<file path="config.mk">
export PLATFORM = sky130hd
export DESIGN_NAME = pcc_top
export DESIGN_NICKNAME = d
export VERILOG_FILES = /design/src/pcc_pkg.sv /design/src/pcc_top.sv /design/src/pcc_sticky.sv /design/src/pcc_osc_cal.sv
export SDC_FILE = /design/constraint.sdc
export NUM_CORES = 1
export LEC_CHECK = 0
export BUFFER_PORTS_ARGS = -buffer_cell sky130_fd_sc_hd__buf_4
export CORE_ASPECT_RATIO = 0.5
export CORE_UTILIZATION = 45
export DETAILED_ROUTE_END_ITERATION = 10
export GPL_ROUTABILITY_DRIVEN = 0
export PLACE_DENSITY = 0.78
export SETUP_SLACK_MARGIN = 0.4
export SLEW_MARGIN = 5
export SYNTH_ARGS = -nofsm -noshare
export SYNTH_HDL_FRONTEND = slang
export SYNTH_SLANG_ARGS = --single-unit
</file>
<file path="constraint.sdc">
create_clock -name clock -period 3.31 [get_ports clock]
set_input_delay 0.662 -clock clock [delete_from_list [all_inputs] [get_ports clock]]
set_output_delay 0.662 -clock clock [all_outputs]
set_load 0.005 [all_outputs]
</file>
<file path="src/pcc_pkg.sv">
/*
  package for the loop clock configuration block: register offsets, field
  positions, reset values, mode and range codes, timing counts.
  assumes an apb slave with 32-bit data and byte addresses.
*/
package pcc_pkg;
  // printed offsets are not multiples of four: they are word indices
  localparam logic [7:0] IDX_LOOP_CONTROL = 8'h91;
  localparam logic [7:0] IDX_FRAC_UPPER = 8'h92;
  localparam logic [7:0] IDX_FRAC_LOWER = 8'h93;
  localparam logic [7:0] IDX_FB_INTEGER = 8'h94;
  localparam logic [7:0] IDX_LOCK_STATUS = 8'h95;
  localparam logic [7:0] IDX_OSC_CAL = 8'h98;
  localparam logic [7:0] IDX_IRQ_STATUS = 8'ha0;
  localparam logic [7:0] IDX_IRQ_MASK = 8'ha1;
  localparam logic [7:0] IDX_ACTIVE_DIV = 8'ha2;

  // loop control fields
  localparam int MODE_HI = 7;
  localparam int MODE_LO = 6;
  localparam int SQUARER_BIT = 4;
  localparam int RANGE_HI = 2;
  localparam int RANGE_LO = 0;
  localparam logic [1:0] MODE_RESET = 2'h0;
  localparam logic SQUARER_RESET = 1'b0;
  localparam logic [2:0] RANGE_RESET = 3'h4;

  // divider fields
  localparam int FRAC_UPPER_W = 5;
  localparam int FRAC_LOWER_W = 8;
  localparam int INTEGER_W = 7;
  localparam logic [4:0] FRAC_UPPER_RESET = 5'h00;
  localparam logic [7:0] FRAC_LOWER_RESET = 8'h00;
  localparam logic [6:0] INTEGER_RESET = 7'h20;

  // status bit positions
  localparam int ST_MCLK_VALID = 0;
  localparam int ST_LOOP_LOCK = 3;
  localparam int ST_ACTIVE = 4;
  localparam int ST_TRACK_LOCK = 7;

  // calibration fields
  localparam int CAL_EN_BIT = 7;
  localparam int CAL_START_BIT = 6;
  localparam int TRIM_W = 5;
  localparam logic [4:0] TRIM_RESET = 5'h00;

  // interrupt bits
  localparam int IRQ_LOCK_GAIN = 0;
  localparam int IRQ_LOCK_LOSS = 1;
  localparam int IRQ_CAL_DONE = 2;
  localparam int IRQ_BAD_CODE = 3;
  localparam int IRQ_W = 4;

  // timing
  localparam int CLK_MHZ = 100;
  localparam int CAL_TIME_US = 10;
  localparam int CAL_CYCLES = CAL_TIME_US * CLK_MHZ;

  typedef enum logic [1:0] {
    PCC_BYPASS,
    PCC_NORMAL,
    PCC_TRACK,
    PCC_RESERVED
  } pcc_mode_t;

  typedef enum logic [1:0] {
    CAL_IDLE,
    CAL_RUN,
    CAL_DONE
  } pcc_cal_state_t;
endpackage : pcc_pkg

</file>
<file path="src/pcc_top.sv">
/*
  configuration and status registers for the system-clock loop: mode,
  pre-divider range, squarer, split feedback divider, lock status,
  reference oscillator calibration, and event interrupts.
  assumes an apb master in the clock domain, and lock and clock-valid
  levels from the analog loop already synchronous to clock.
  read data is loaded in the setup cycle and pready is always high, so
  every access completes with no wait state.
*/
`timescale 1ns/1ps

// Behaviour
// loop mode in bits 7:6 resets to 00, which is bypass with the loop off.
// loop mode 01 enables the loop at a fixed multiple of the master clock.
// loop mode 10 enables sample-rate tracking; 11 is reserved for software.
// bit 4 of loop control enables the master-clock squarer, reset 0.
// input range bits 2:0 reset to 100 and select the master clock band.
// software must not write range codes 101 to 111.
// upper fraction is a five-bit field in bits 4:0, reset zero.
// lower fraction is an eight-bit field in bits 7:0, reset zero.
// writing the integer register loads all three divider fields at once.
// status shows clock valid, loop lock, active and tracking lock bits.
// calibration enable bit 7, start bit 6, trim result in bits 4:0.
// the divide ratio is a seven-bit integer and thirteen-bit fraction.
module pcc_top
  import pcc_pkg::*;
#(
  parameter int CAL_RUN = CAL_CYCLES
) (
  // clock and reset
  input wire logic clock,
  input wire logic rst,
  // apb slave
  input wire logic psel,
  input wire logic penable,
  input wire logic pwrite,
  input wire logic [11:0] paddr,
  input wire logic [31:0] pwdata,
  output logic [31:0] prdata,
  output logic pready,
  output logic pslverr,
  // analog loop status inputs
  input wire logic mclkValid,
  input wire logic loopLocked,
  input wire logic trackLocked,
  input wire logic [TRIM_W-1:0] measuredTrim,
  // loop configuration outputs
  output logic loopEnable,
  output logic trackEnable,
  output logic squarerEnable,
  output logic [2:0] inputRange,
  output logic [INTEGER_W-1:0] activeInteger,
  output logic [FRAC_UPPER_W+FRAC_LOWER_W-1:0] activeFraction,
  output logic divLoad,
  output logic calEnable,
  output logic [TRIM_W-1:0] oscTrim,
  // interrupt
  output logic irq
);
  // software registers
  logic [1:0] mode;
  logic squarer;
  logic [2:0] range;
  logic [FRAC_UPPER_W-1:0] fracUpper;
  logic [FRAC_LOWER_W-1:0] fracLower;
  logic [INTEGER_W-1:0] intPart;
  logic calEn;
  logic [IRQ_W-1:0] irqMask;
  logic [IRQ_W-1:0] irqStatus;
  logic lockSeen;
  logic calBusy;
  logic calDone;

  // bus decode, always ready in the access cycle
  wire access = psel && penable;
  wire wrStrobe = access && pwrite;
  wire [9:0] wordIdx = paddr[11:2];
  wire aligned = (paddr[1:0] == 2'b00);

  function automatic logic hit(input logic [9:0] idx,
                               input logic [7:0] target);
    hit = (idx == {2'b00, target});
  endfunction : hit

  // register map by word index, byte address four times it:
  // loop control: mode, squarer, input range
  // fraction upper: five staged upper fraction bits
  // fraction lower: eight staged lower fraction bits
  // integer: seven integer bits, loads the active divider
  // lock status: read only, live view of the loop
  // oscillator cal: enable, start or busy, trim result
  // event status: sticky events, write one to clear
  // event mask: which events drive irq
  // active divider: read only, integer in 22:16, fraction in 12:0
  // one address compare per register, in the order of the map above
  localparam int NUM_REGS = 9;
  localparam logic [7:0] REG_IDX [NUM_REGS] = '{
    IDX_LOOP_CONTROL, IDX_FRAC_UPPER, IDX_FRAC_LOWER, IDX_FB_INTEGER,
    IDX_LOCK_STATUS, IDX_OSC_CAL, IDX_IRQ_STATUS, IDX_IRQ_MASK,
    IDX_ACTIVE_DIV
  };
  logic [NUM_REGS-1:0] hitVec;
  genvar g;
  generate
    for (g = 0; g < NUM_REGS; g++) begin : gen_hit
      assign hitVec[g] = aligned && hit(wordIdx, REG_IDX[g]);
    end
  endgenerate

  wire hitCtrl = hitVec[0];
  wire hitUpper = hitVec[1];
  wire hitLower = hitVec[2];
  wire hitInt = hitVec[3];
  wire hitStat = hitVec[4];
  wire hitCal = hitVec[5];
  wire hitIrqSt = hitVec[6];
  wire hitIrqMk = hitVec[7];
  wire hitActive = hitVec[8];
  wire mapped = |hitVec;
  // writes to the read-only status and divider view are refused
  wire readOnly = hitStat || hitActive;

  // per-register write strobes; refused writes never reach a register
  wire wrUpper = wrStrobe && hitUpper;
  wire wrLower = wrStrobe && hitLower;
  wire wrCal = wrStrobe && hitCal;
  wire wrIrqSt = wrStrobe && hitIrqSt;
  wire wrIrqMk = wrStrobe && hitIrqMk;
  // reads are captured in the setup cycle, so prdata stands in the access
  wire rdSetup = psel && !penable && !pwrite;

  // reserved mode and range codes are kept as written but flagged,
  // so software sees its mistake as an event rather than a lost write
  wire badMode = (pwdata[MODE_HI:MODE_LO] == 2'(PCC_RESERVED));
  wire badRange = (pwdata[RANGE_HI:RANGE_LO] > RANGE_RESET);
  wire ctrlWrite = wrStrobe && hitCtrl;
  wire intWrite = wrStrobe && hitInt;
  wire calStart = wrCal && pwdata[CAL_START_BIT];
  // writing enable and start together starts at once, and writing enable
  // low aborts a run in that same cycle
  wire calEnNow = wrCal ? pwdata[CAL_EN_BIT] : calEn;

  assign pready = 1'b1;
  assign pslverr = access && (!mapped || (pwrite && readOnly));

  // decoded mode drives the loop
  // reserved mode 11 is stored as written, but the loop stays off
  pcc_mode_t modeSel;
  assign modeSel = pcc_mode_t'(mode);
  assign loopEnable = (modeSel == PCC_NORMAL) || (modeSel == PCC_TRACK);
  assign trackEnable = (modeSel == PCC_TRACK);
  assign squarerEnable = squarer;
  assign inputRange = range;
  assign calEnable = calEn;

  // status byte from the loop's own state
  // lock bits read 0 while the loop is off, whatever the analog side says
  logic [7:0] statusByte;
  always_comb begin
    statusByte = 8'h00;
    statusByte[ST_MCLK_VALID] = mclkValid;
    statusByte[ST_LOOP_LOCK] = loopEnable && loopLocked;
    statusByte[ST_ACTIVE] = loopEnable;
    statusByte[ST_TRACK_LOCK] = trackEnable && trackLocked;
  end

  // lock events for the interrupt block
  // lockSeen starts low, as the lock bit does, so reset makes no edge
  wire lockNow = statusByte[ST_LOOP_LOCK];
  logic [IRQ_W-1:0] events;
  always_comb begin
    events = '0;
    events[IRQ_LOCK_GAIN] = lockNow && !lockSeen;
    events[IRQ_LOCK_LOSS] = !lockNow && lockSeen;
    events[IRQ_CAL_DONE] = calDone;
    events[IRQ_BAD_CODE] = ctrlWrite && (badMode || badRange);
  end

  wire [IRQ_W-1:0] clearOnes =
    wrIrqSt ? pwdata[IRQ_W-1:0] : '0;

  // read data mux
  logic [31:0] readMux;
  always_comb begin
    readMux = 32'h0000_0000;
    if (hitCtrl) begin
      readMux[MODE_HI:MODE_LO] = mode;
      readMux[SQUARER_BIT] = squarer;
      readMux[RANGE_HI:RANGE_LO] = range;
    end
    if (hitUpper) readMux[FRAC_UPPER_W-1:0] = fracUpper;
    if (hitLower) readMux[FRAC_LOWER_W-1:0] = fracLower;
    if (hitInt) readMux[INTEGER_W-1:0] = intPart;
    if (hitStat) readMux[7:0] = statusByte;
    if (hitCal) begin
      readMux[CAL_EN_BIT] = calEn;
      readMux[CAL_START_BIT] = calBusy; // start reads high while running
      readMux[TRIM_W-1:0] = oscTrim;
    end
    if (hitIrqSt) readMux[IRQ_W-1:0] = irqStatus;
    if (hitIrqMk) readMux[IRQ_W-1:0] = irqMask;
    if (hitActive) begin
      readMux[FRAC_UPPER_W+FRAC_LOWER_W-1:0] = activeFraction;
      readMux[INTEGER_W+15:16] = activeInteger;
    end
  end

  // read data register, loaded in the setup cycle, held through the access
  always_ff @(posedge clock or posedge rst) begin
    if (rst) begin
      prdata <= 32'h0000_0000;
    end else if (rdSetup) begin
      prdata <= readMux;
    end
  end

  // loop control register
  always_ff @(posedge clock or posedge rst) begin
    if (rst) begin
      mode <= MODE_RESET;
      squarer <= SQUARER_RESET;
      range <= RANGE_RESET;
    end else if (ctrlWrite) begin
      mode <= pwdata[MODE_HI:MODE_LO];
      squarer <= pwdata[SQUARER_BIT];
      range <= pwdata[RANGE_HI:RANGE_LO];
    end
  end

  // staged divider fields
  always_ff @(posedge clock or posedge rst) begin
    if (rst) begin
      fracUpper <= FRAC_UPPER_RESET;
      fracLower <= FRAC_LOWER_RESET;
      intPart <= INTEGER_RESET;
    end else begin
      if (wrUpper) fracUpper <= pwdata[FRAC_UPPER_W-1:0];
      if (wrLower) fracLower <= pwdata[FRAC_LOWER_W-1:0];
      if (intWrite) intPart <= pwdata[INTEGER_W-1:0];
    end
  end

  // active divider, loaded all together on an integer write
  // fraction writes only stage, so the loop never sees a ratio that is
  // half old and half new
  always_ff @(posedge clock or posedge rst) begin
    if (rst) begin
      activeInteger <= INTEGER_RESET;
      activeFraction <= {FRAC_UPPER_RESET, FRAC_LOWER_RESET};
      divLoad <= 1'b0;
    end else begin
      divLoad <= intWrite;
      if (intWrite) begin
        activeInteger <= pwdata[INTEGER_W-1:0];
        activeFraction <= {fracUpper, fracLower};
      end
    end
  end

  // calibration enable, mask and lock history
  always_ff @(posedge clock or posedge rst) begin
    if (rst) begin
      calEn <= 1'b0;
      irqMask <= '0;
      lockSeen <= 1'b0;
    end else begin
      if (wrCal) calEn <= pwdata[CAL_EN_BIT];
      if (wrIrqMk) irqMask <= pwdata[IRQ_W-1:0];
      lockSeen <= lockNow;
    end
  end

  // calibration sequencer
  // it sees the enable being written, so a combined enable-and-start
  // write is not lost to the one-cycle lag of the enable register
  pcc_osc_cal #(
    .RUN_CYCLES(CAL_RUN)
  ) calUnit (
    .clock(clock),
    .rst(rst),
    .enable(calEnNow),
    .start(calStart),
    .measuredTrim(measuredTrim),
    .trim(oscTrim),
    .busy(calBusy),
    .done(calDone)
  );

  // event flags and interrupt
  // an event and its clear in one cycle leave the bit set
  pcc_sticky #(
    .WIDTH(IRQ_W)
  ) irqUnit (
    .clock(clock),
    .rst(rst),
    .event_in(events),
    .clearOnes(clearOnes),
    .mask(irqMask),
    .status(irqStatus),
    .irq(irq)
  );
endmodule : pcc_top

</file>
<file path="src/pcc_sticky.sv">
/*
  sticky event bits with write-one-to-clear and a mask gating one level
  interrupt output.
  assumes events are one-cycle pulses in the clock domain.
*/
`timescale 1ns/1ps
module pcc_sticky
  import pcc_pkg::*;
#(
  parameter int WIDTH = IRQ_W
) (
  // clock and reset
  input wire logic clock,
  input wire logic rst,
  // events and software access
  input wire logic [WIDTH-1:0] event_in,
  input wire logic [WIDTH-1:0] clearOnes,
  input wire logic [WIDTH-1:0] mask,
  // state
  output logic [WIDTH-1:0] status,
  output logic irq
);
  logic [WIDTH-1:0] next_status;

  // set wins over a clear in the same cycle
  assign next_status = (status & ~clearOnes) | event_in;
  assign irq = |(status & mask);

  // sticky storage
  always_ff @(posedge clock or posedge rst) begin
    if (rst) begin
      status <= '0;
    end else begin
      status <= next_status;
    end
  end
endmodule : pcc_sticky

</file>
<file path="src/pcc_osc_cal.sv">
/*
  reference oscillator calibration sequencer: on a start pulse while
  enabled, runs for a fixed time and then latches a trim value.
  assumes the measured trim arrives as a level input from the analog side.
*/
`timescale 1ns/1ps
module pcc_osc_cal
  import pcc_pkg::*;
#(
  parameter int RUN_CYCLES = CAL_CYCLES
) (
  // clock and reset
  input wire logic clock,
  input wire logic rst,
  // control
  input wire logic enable,
  input wire logic start,
  input wire logic [TRIM_W-1:0] measuredTrim,
  // results
  output logic [TRIM_W-1:0] trim,
  output logic busy,
  output logic done
);
  pcc_cal_state_t state;
  pcc_cal_state_t next_state;
  logic [15:0] count;
  wire lastCycle = (count == 16'(RUN_CYCLES - 1));

  // sequencing
  always_comb begin
    next_state = state;
    case (state)
      CAL_IDLE: begin
        if (enable && start) next_state = CAL_RUN;
      end
      CAL_RUN: begin
        if (!enable) next_state = CAL_IDLE;
        else if (lastCycle) next_state = CAL_DONE;
      end
      CAL_DONE: next_state = CAL_IDLE;
      default: next_state = CAL_IDLE;
    endcase
  end

  assign busy = (state == CAL_RUN);
  assign done = (state == CAL_DONE);

  // state, run counter and trim result
  always_ff @(posedge clock or posedge rst) begin
    if (rst) begin
      state <= CAL_IDLE;
      count <= '0;
      trim <= TRIM_RESET;
    end else begin
      state <= next_state;
      count <= (state == CAL_RUN) ? count + 16'h0001 : 16'h0000;
      if (state == CAL_RUN && lastCycle) trim <= measuredTrim;
    end
  end
endmodule : pcc_osc_cal

</file>
==> results of run 1 <==
[layer usage]
layer | vias up | GRT usage | wire, µm
met4 | 0 | 0.09737 | 282
li1 | 1770 | - | -
met5 | - | 0 | 0
met3 | 33 | 0.04847 | 926
met2 | 187 | 0.3797 | 5798
met1 | 1855 | 0.2936 | 5033
[registers in the layout (all words and copies together) (netlist names), 2 cells and up]
register,cells
activeInteger,7
calUnit.count,16
calUnit.state,2
fracLower,8
irqUnit.status,4
mode,2
activeFraction,13
prdata,20
fracUpper,5
inputRange,3
irqMask,4
calUnit.trim,5
[area by class of cell]
class | instances | area (µm²)
Clock buffer | 13 | 280.3
Clock inverter | 3 | 17.52
Fill cell | 898 | 4404
Inverter | 13 | 52.55
Multi-Input combinational cell | 323 | 2200
Sequential cell | 93 | 2330
Tap cell | 140 | 175.2
Timing Repair Buffer | 99 | 755.7
[kinds of logic after synthesis]
group                      Yosys count
and+or+nand+nor                    181
DFF                                 93
AOI/OAI and AO/OA                   65
muxes                               51
buffers and inverters               45
xor gates and xnor gates            11
adders and majority gates            2
other                                2
[worst paths after layout]
check                                     to  slack [ns]
setup / recovery                     pslverr        0.46
hold / removal               calUnit.trim[4]        0.43
setup reg to reg             calUnit.trim[2]        1.19
hold reg to reg            irqUnit.status[0]        0.46
max in group asynchronous   activeInteger[5]        2.46
min in group clock         irqUnit.status[0]        0.46
[what timing repair did]
action | CTS | global route
resized for setup | 2 | 1
pin swaps | 0 | 0
setup endpoints to repair | 1 | 1
[cells in the final DEF (no fill, tap or decap), types with 4 or more instances in the layout]
cell,instances
clkbuf_16,9
a221oi_1,6
mux2i_1,4
nand3_1,26
o21ai_0,14
inv_1,12
nor4_1,6
buf_4,98
nor2_1,30
clkbuf_8,4
a22oi_1,4
a21oi_1,14
mux2_2,39
nor3_1,13
a22o_1,5
dfrtp_1,91
o21ai_1,4
conb_1,13
xnor2_1,8
and3_1,4
nor3_2,7
nand2b_1,4
mux2_1,8
a31oi_1,5
nor4_4,4
nand2_1,53
or3_1,4
nand4_1,5
[critical path, stage by stage]
cell and delay (ns):
buf_4 0.14, or4_4 0.62, nor4_4 0.33, nor2_1 0.09, o22ai_1 0.20, buf_4 0.15
[power groups by stage]
stage	Combinational (mW)	Sequential [mW]	Clock, mW
floorplan	0.0925	1.18	0
global placement	0.168	1.18	0
detailed placement	0.170	1.18	0
CTS	0.172	1.16	1.03
global route	0.190	1.16	1.07
finish	0.173	1.16	1.01
==> key figures, run 1 <==
Run status
  • Status: complete, no violations

Synthesis
  • Synth async-reset ratio: 1.000
  • Compound-gate portion of the synthesized area: 0.08898
  • Mux cell area share after synthesis: 0.1205
  • Synthesized flop and latch total: 93
  • Post-synthesis sequential area ratio: 0.4931
  • Number of enable-type register cells in the synthesized netlist: 0
  • Mapped cell area: between 4000 and 5000 µm²
  • Synth Flop Type: dfrtp_1
  • Synthesis Warnings: 0
  • Post-synthesis average cell area: 10.50 µm²
  • Synth area leader: dfrtp_1
  • Synth top area share: 0.4820
  • Post-Synth Simple-Gate Area: 0.2174
  • Most frequent cell after synthesis: dfrtp_1
  • XOR/XNOR share of the synthesized area: 0.02039
  • Post-synth top cells: dfrtp_1, nand2_1, mux2_2
  • Mapped Cells: 450
  • Adder-Cell Fraction of Synth Area: 0.005297
  • Largest family of logic cells by synthesized area: simple AND/OR/NAND/NOR gates
  • Synth unique cells: 55
  • Top area cells in the synthesized netlist: dfrtp_1, mux2_2, nand2_1, nand3_1, buf_4

Finish
  • Final Core Density: 0.5688
  • Cell area after layout: 5811 µm²
  • Nets: 598
  • Layout cells sized above 1: 0.3327
  • ANT cells: 0
  • Post-route insts no fill: 684
  • Area Growth Syn to Fin: 22.99%

Pwr
  • Clock power share: 0.431
  • Max IR drop VDD: 0.0002187 V
  • Switching Fraction: 0.2270
  • Switch Pwr: 0.5306 mW
  • Combinational power share: 0.074
  • Seq pwr share: 0.495
  • P_leak: 2.747 nW
  • Cell Int Power: 1.807 mW
  • Tot Pwr: 2.338 mW
  • PwrDens: 402.3 nW/µm²

Clock tree
  • CTS Root Cell: clkbuf_16
  • H-tree depth: 3
  • Worst-path clk slew: around 0.060 ns
  • Hold buffers post-CTS: 0
  • Postcts setup bufs: 0
  • CTS tree: done
  • CTS Buffer Depth: 2
  • Later-pin clock latency in the skew report: 0.34 ns
  • Clock sinks: slightly above 90
  • TritonCTS Buffers: 9

Critical path
  • Critical path peak fanout: 6
  • CP arrival: 2.19 ns
  • Kind of critical path: input port to output port
  • Worst Setup SP: paddr[5]
  • Worst Setup End Kind: output port
  • Worst Reg-to-Reg Cells: 3
  • Worst reg2reg startpoint: calUnit.state[1]
  • Worst setup SP type: input port
  • WP data required: about 2.7 ns

Routing
  • DRT Pass-1 Iters: 5
  • Drt total wl: 12040 µm
  • Drt wl/cell: 17.60 µm
  • Initial drt markers: 307
  • DR vias/cell: 5.621
  • Post-route DRC: 0
  • Antenna-violating nets left: 0
  • Vias: between 3000 and 4000

Timing
  • Period utilization: 0.8625
  • Min cycle time layout: 2.855 ns
  • Final TNS setup: 0 ns
  • Layout Skew: 0.007360 ns
  • Tightest Pin Transition: 0.9413 ns
  • Pins Over Slew Limit: 0
  • Fmax: 0.3503 GHz
  • Final hold violations: 0
  • Rel. slew slack: 0.3709
  • Setup-failing EPs final: 0
  • Hold_ws: 0.4310 ns
  • Final WS setup: 0.4552 ns
  • RSZ-0062 raised after global routing: false

Placed design
  • Hpwl dp: ~8500 µm
  • Placed insts: 668
  • Port bufs: a little under 90
  • Area post-placement: 5500 µm²
  • Post-place setup slack: 0.3727 ns

Global route
  • First-pass GRT wire length: 18930 µm
  • Global-route usage over all layers: 0.2272
  • Vias in the first global route: approximately 3700
  • Grt total ovfl: 0
  • Largest net degree at the start of global routing: 94
  • Initial antenna violation count: 0

Die
  • Die Area: between 10000 and 15000 µm²
  • Initial core utilization: 0.4625
  • Chip Height: 74.46 µm
  • Core box area: 10210 µm²
  • I/O Pins: approximately 130
  • Chip width: ~150 µm
  • FP Rows: 26

Job
  • Number of max-cap violations: 0

Min path
  • Worst Hold Class: input port to asynchronous set/reset pin
No activity file was read; power rests on OpenSTA's default activity.
==> run 2, diff against run 1 <==
- ABC_AREA: not set -> 1
==> key figures, run 2 <==
Synthesis
  • Post-synthesis average cell area: 8.346 µm²
  • Synth Flop Type: dfrtp_1
  • Post-synthesis sequential area ratio: 0.4796
  • Top area cells in the synthesized netlist: dfrtp_1, nand2_1, o21ai_1, inv_1, nand3_1
  • Number of enable-type register cells in the synthesized netlist: 0
  • Most frequent cell after synthesis: nand2_1
  • Mapped cell area: 4857 µm²
  • Post-synth top cells: nand2_1, dfrtp_1, inv_1
  • Synth top area share: 0.4688
  • Synthesis Warnings: 0
  • Synth area leader: dfrtp_1
  • Synth async-reset ratio: 1.000
  • Synthesized flop and latch total: 93
  • Mapped Cells: between 500 and 600
  • Synth unique cells: 48

Finish
  • Final Core Density: 0.5686
  • Nets: 728
  • Post-route insts no fill: between 800 and 900
  • Commonest cells after routing, fill and taps aside: nand2_1, dfrtp_1, buf_4
  • Reg with most FFs: prdata
  • Max FFs per register: 20
  • Area Growth Syn to Fin: 21.10%
  • ANT cells: 0
  • Layout cells sized above 1: 0.2463
  • Regs by FF count: prdata: 20 flops, calUnit.count: 16 flops, activeFraction: 13 flops
  • Commonest non-fill, non-tap cell in the layout: nand2_1

Routing
  • Drt wl/cell: 14.98 µm
  • Vias: 4277
  • Initial drt markers: 297
  • Antenna-violating nets left: 0
  • DR vias/cell: ~5.3
  • DRT Pass-1 Iters: 5
  • Drt total wl: 12200 µm
  • Post-route DRC: 0

Global route
  • Met1 Track Usage GR: 0.3141
  • Largest net degree at the start of global routing: 78
  • GR met3 Demand/Resource: 0.05629
  • Initial antenna violation count: 0
  • Vias in the first global route: 3781
  • Grt met2 use: 0.3690
  • GRT busiest layer: met2
  • Global-route usage over all layers: 0.2297
  • First-pass GRT wire length: 19380 µm
  • Grt total ovfl: 0

Die
  • I/O Pins: approximately 130
  • Initial core utilization: 0.4695
  • Chip Height: 75.47 µm
  • Core box area: 10340 µm²
  • Die Area: 11240 µm²
  • FP Rows: 26
  • Chip width: 148.9 µm

Placed design
  • Hpwl dp: ~9400 µm
  • Placed insts: roughly 800
  • Port bufs: 87

Critical path
  • CP arrival: between 2 and 2.5 ns
  • Worst setup SP type: input port
  • Kind of critical path: input port to output port
  • Worst Setup End Kind: output port
  • WP data required: 2.65 ns
  • Critical path peak fanout: 10

Run status
  • Status: complete, no violations

Clock tree
  • Cts repair resizes: 0
  • Later-pin clock latency in the skew report: 0.35 ns
  • CTS Buffer Depth: 2
  • CTS Root Cell: clkbuf_16
  • Worst-path clk slew: ~0.06 ns
  • TritonCTS Buffers: 9
  • CTS tree: done
  • Postcts setup bufs: 0
  • Hold buffers post-CTS: 0
  • Clock sinks: 93
  • H-tree depth: 3

Timing
  • Rel. slew slack: 0.4617
  • Final TNS setup: 0 ns
  • Fmax: 0.3688 GHz
  • Layout Skew: 0.008021 ns
  • Period utilization: 0.8191
  • Final hold violations: 0
  • Min cycle time layout: 2.711 ns
  • Tightest Pin Transition: between 0.8 and 0.9 ns
  • RSZ-0062 raised after global routing: false
  • Pins Over Slew Limit: 0
  • Setup-failing EPs final: 0

Pwr
  • Switch Pwr: around 0.57 mW
  • Clock power share: 0.424
  • P_leak: 2.856 nW
  • Switching Fraction: 0.2472
  • Combinational power share: 0.074
  • Max IR drop VDD: roughly 0.00025 V
  • Cell Int Power: around 1.7 mW
  • Seq pwr share: 0.502
  • PwrDens: 391.4 nW/µm²

Min path
  • Worst Hold Class: input port to asynchronous set/reset pin

Job
  • Number of max-cap violations: 0
[run 2: cell types whose count changed in the layout (fill, tap and decap cells not counted), moves of 7 or more]
cell / previous run / this run
buf_4: 98 / 89
nor2_4: 0 / 7
nand2_1: 53 / 153
nand4_1: 5 / 12
inv_2: 0 / 13
o21ai_1: 4 / 39
inv_1: 12 / 51
xnor2_1: 8 / 0
nor2_2: 0 / 7
mux2_2: 39 / 0
[run 2: kinds of logic after synthesis]
logic type | after synthesis | synth area share
adder cells (fa/ha/maj) | 2 | 0.005151
multiplexers | 6 | 0.01391
XOR/XNOR | 1 | 0.001804
AO/OA/AOI/OAI | 97 | 0.1126
other | 2 | 0.001546
flip-flops | 93 | 0.4796
AND/OR/NAND/NOR | 288 | 0.2973
buffers and inverters | 93 | 0.08810
[run 2: area by class of cell]
type                       count  area (µm²)
clock inverter                 7       58.81
multi-input combinational    407        2141
timing repair buffer          90       688.2
clock buffer                   9       225.2
fill                         927        4463
tap                          140       175.2
sequential                    93        2330
inverter                      68       264.0
[run 2: worst paths after layout]
check                      slack (ns)  cells after the start        startpoint                 to
setup / recovery                 0.60                     11         paddr[11]            pslverr
hold / removal                   0.31                      2               rst   calUnit.count[7]
setup reg to reg                 1.23                      5  calUnit.state[1]          prdata[6]
hold reg to reg                  0.46                      1          lockSeen  irqUnit.status[0]
max in group asynchronous        2.26                      3               rst   activeInteger[5]
min in group clock               0.46                      1          lockSeen  irqUnit.status[0]
[run 2: metrics by stage]
step                      hold slack [ns]  setup slack, ns  total power, mW  cell area [µm²]
after floorplan                    0.4258            1.023            1.274             4902
after global placement             0.4323           0.6645            1.345             5598
after detailed placement           0.4431           0.6193            1.348             5598
after CTS                          0.3125           0.6230            2.318             5882
after global routing               0.3364           0.5262            2.390             5882
final                              0.3138           0.5988            2.302             5882
[run 2: critical path, cell delays in order]
cell and delay, ns:
buf_4 0.13, nor2_4 0.25, nand2_4 0.10, clkinv_4 0.09
nand2_2 0.08, nor2_4 0.10, inv_2 0.10, o21ai_1 0.14
nor3_1 0.07, a21o_1 0.20, buf_4 0.14
[run 2: power by group through the flow]
stage / registers, mW / clock network, mW / logic, mW
after floorplan: 1.18 / 0 / 0.0971
after global placement: 1.18 / 0 / 0.167
after detailed placement: 1.18 / 0 / 0.170
after CTS: 1.16 / 0.990 / 0.171
after global routing: 1.16 / 1.04 / 0.189
final: 1.16 / 0.976 / 0.170
[run 2: layer usage]
| metal | part of all wire | routed length (µm) |
|---|---|---|
| met5 | 0 | 0 |
| met4 | 0.013 | 161 |
| met3 | 0.082 | 997 |
| met2 | 0.45 | 5534 |
| met1 | 0.45 | 5504 |
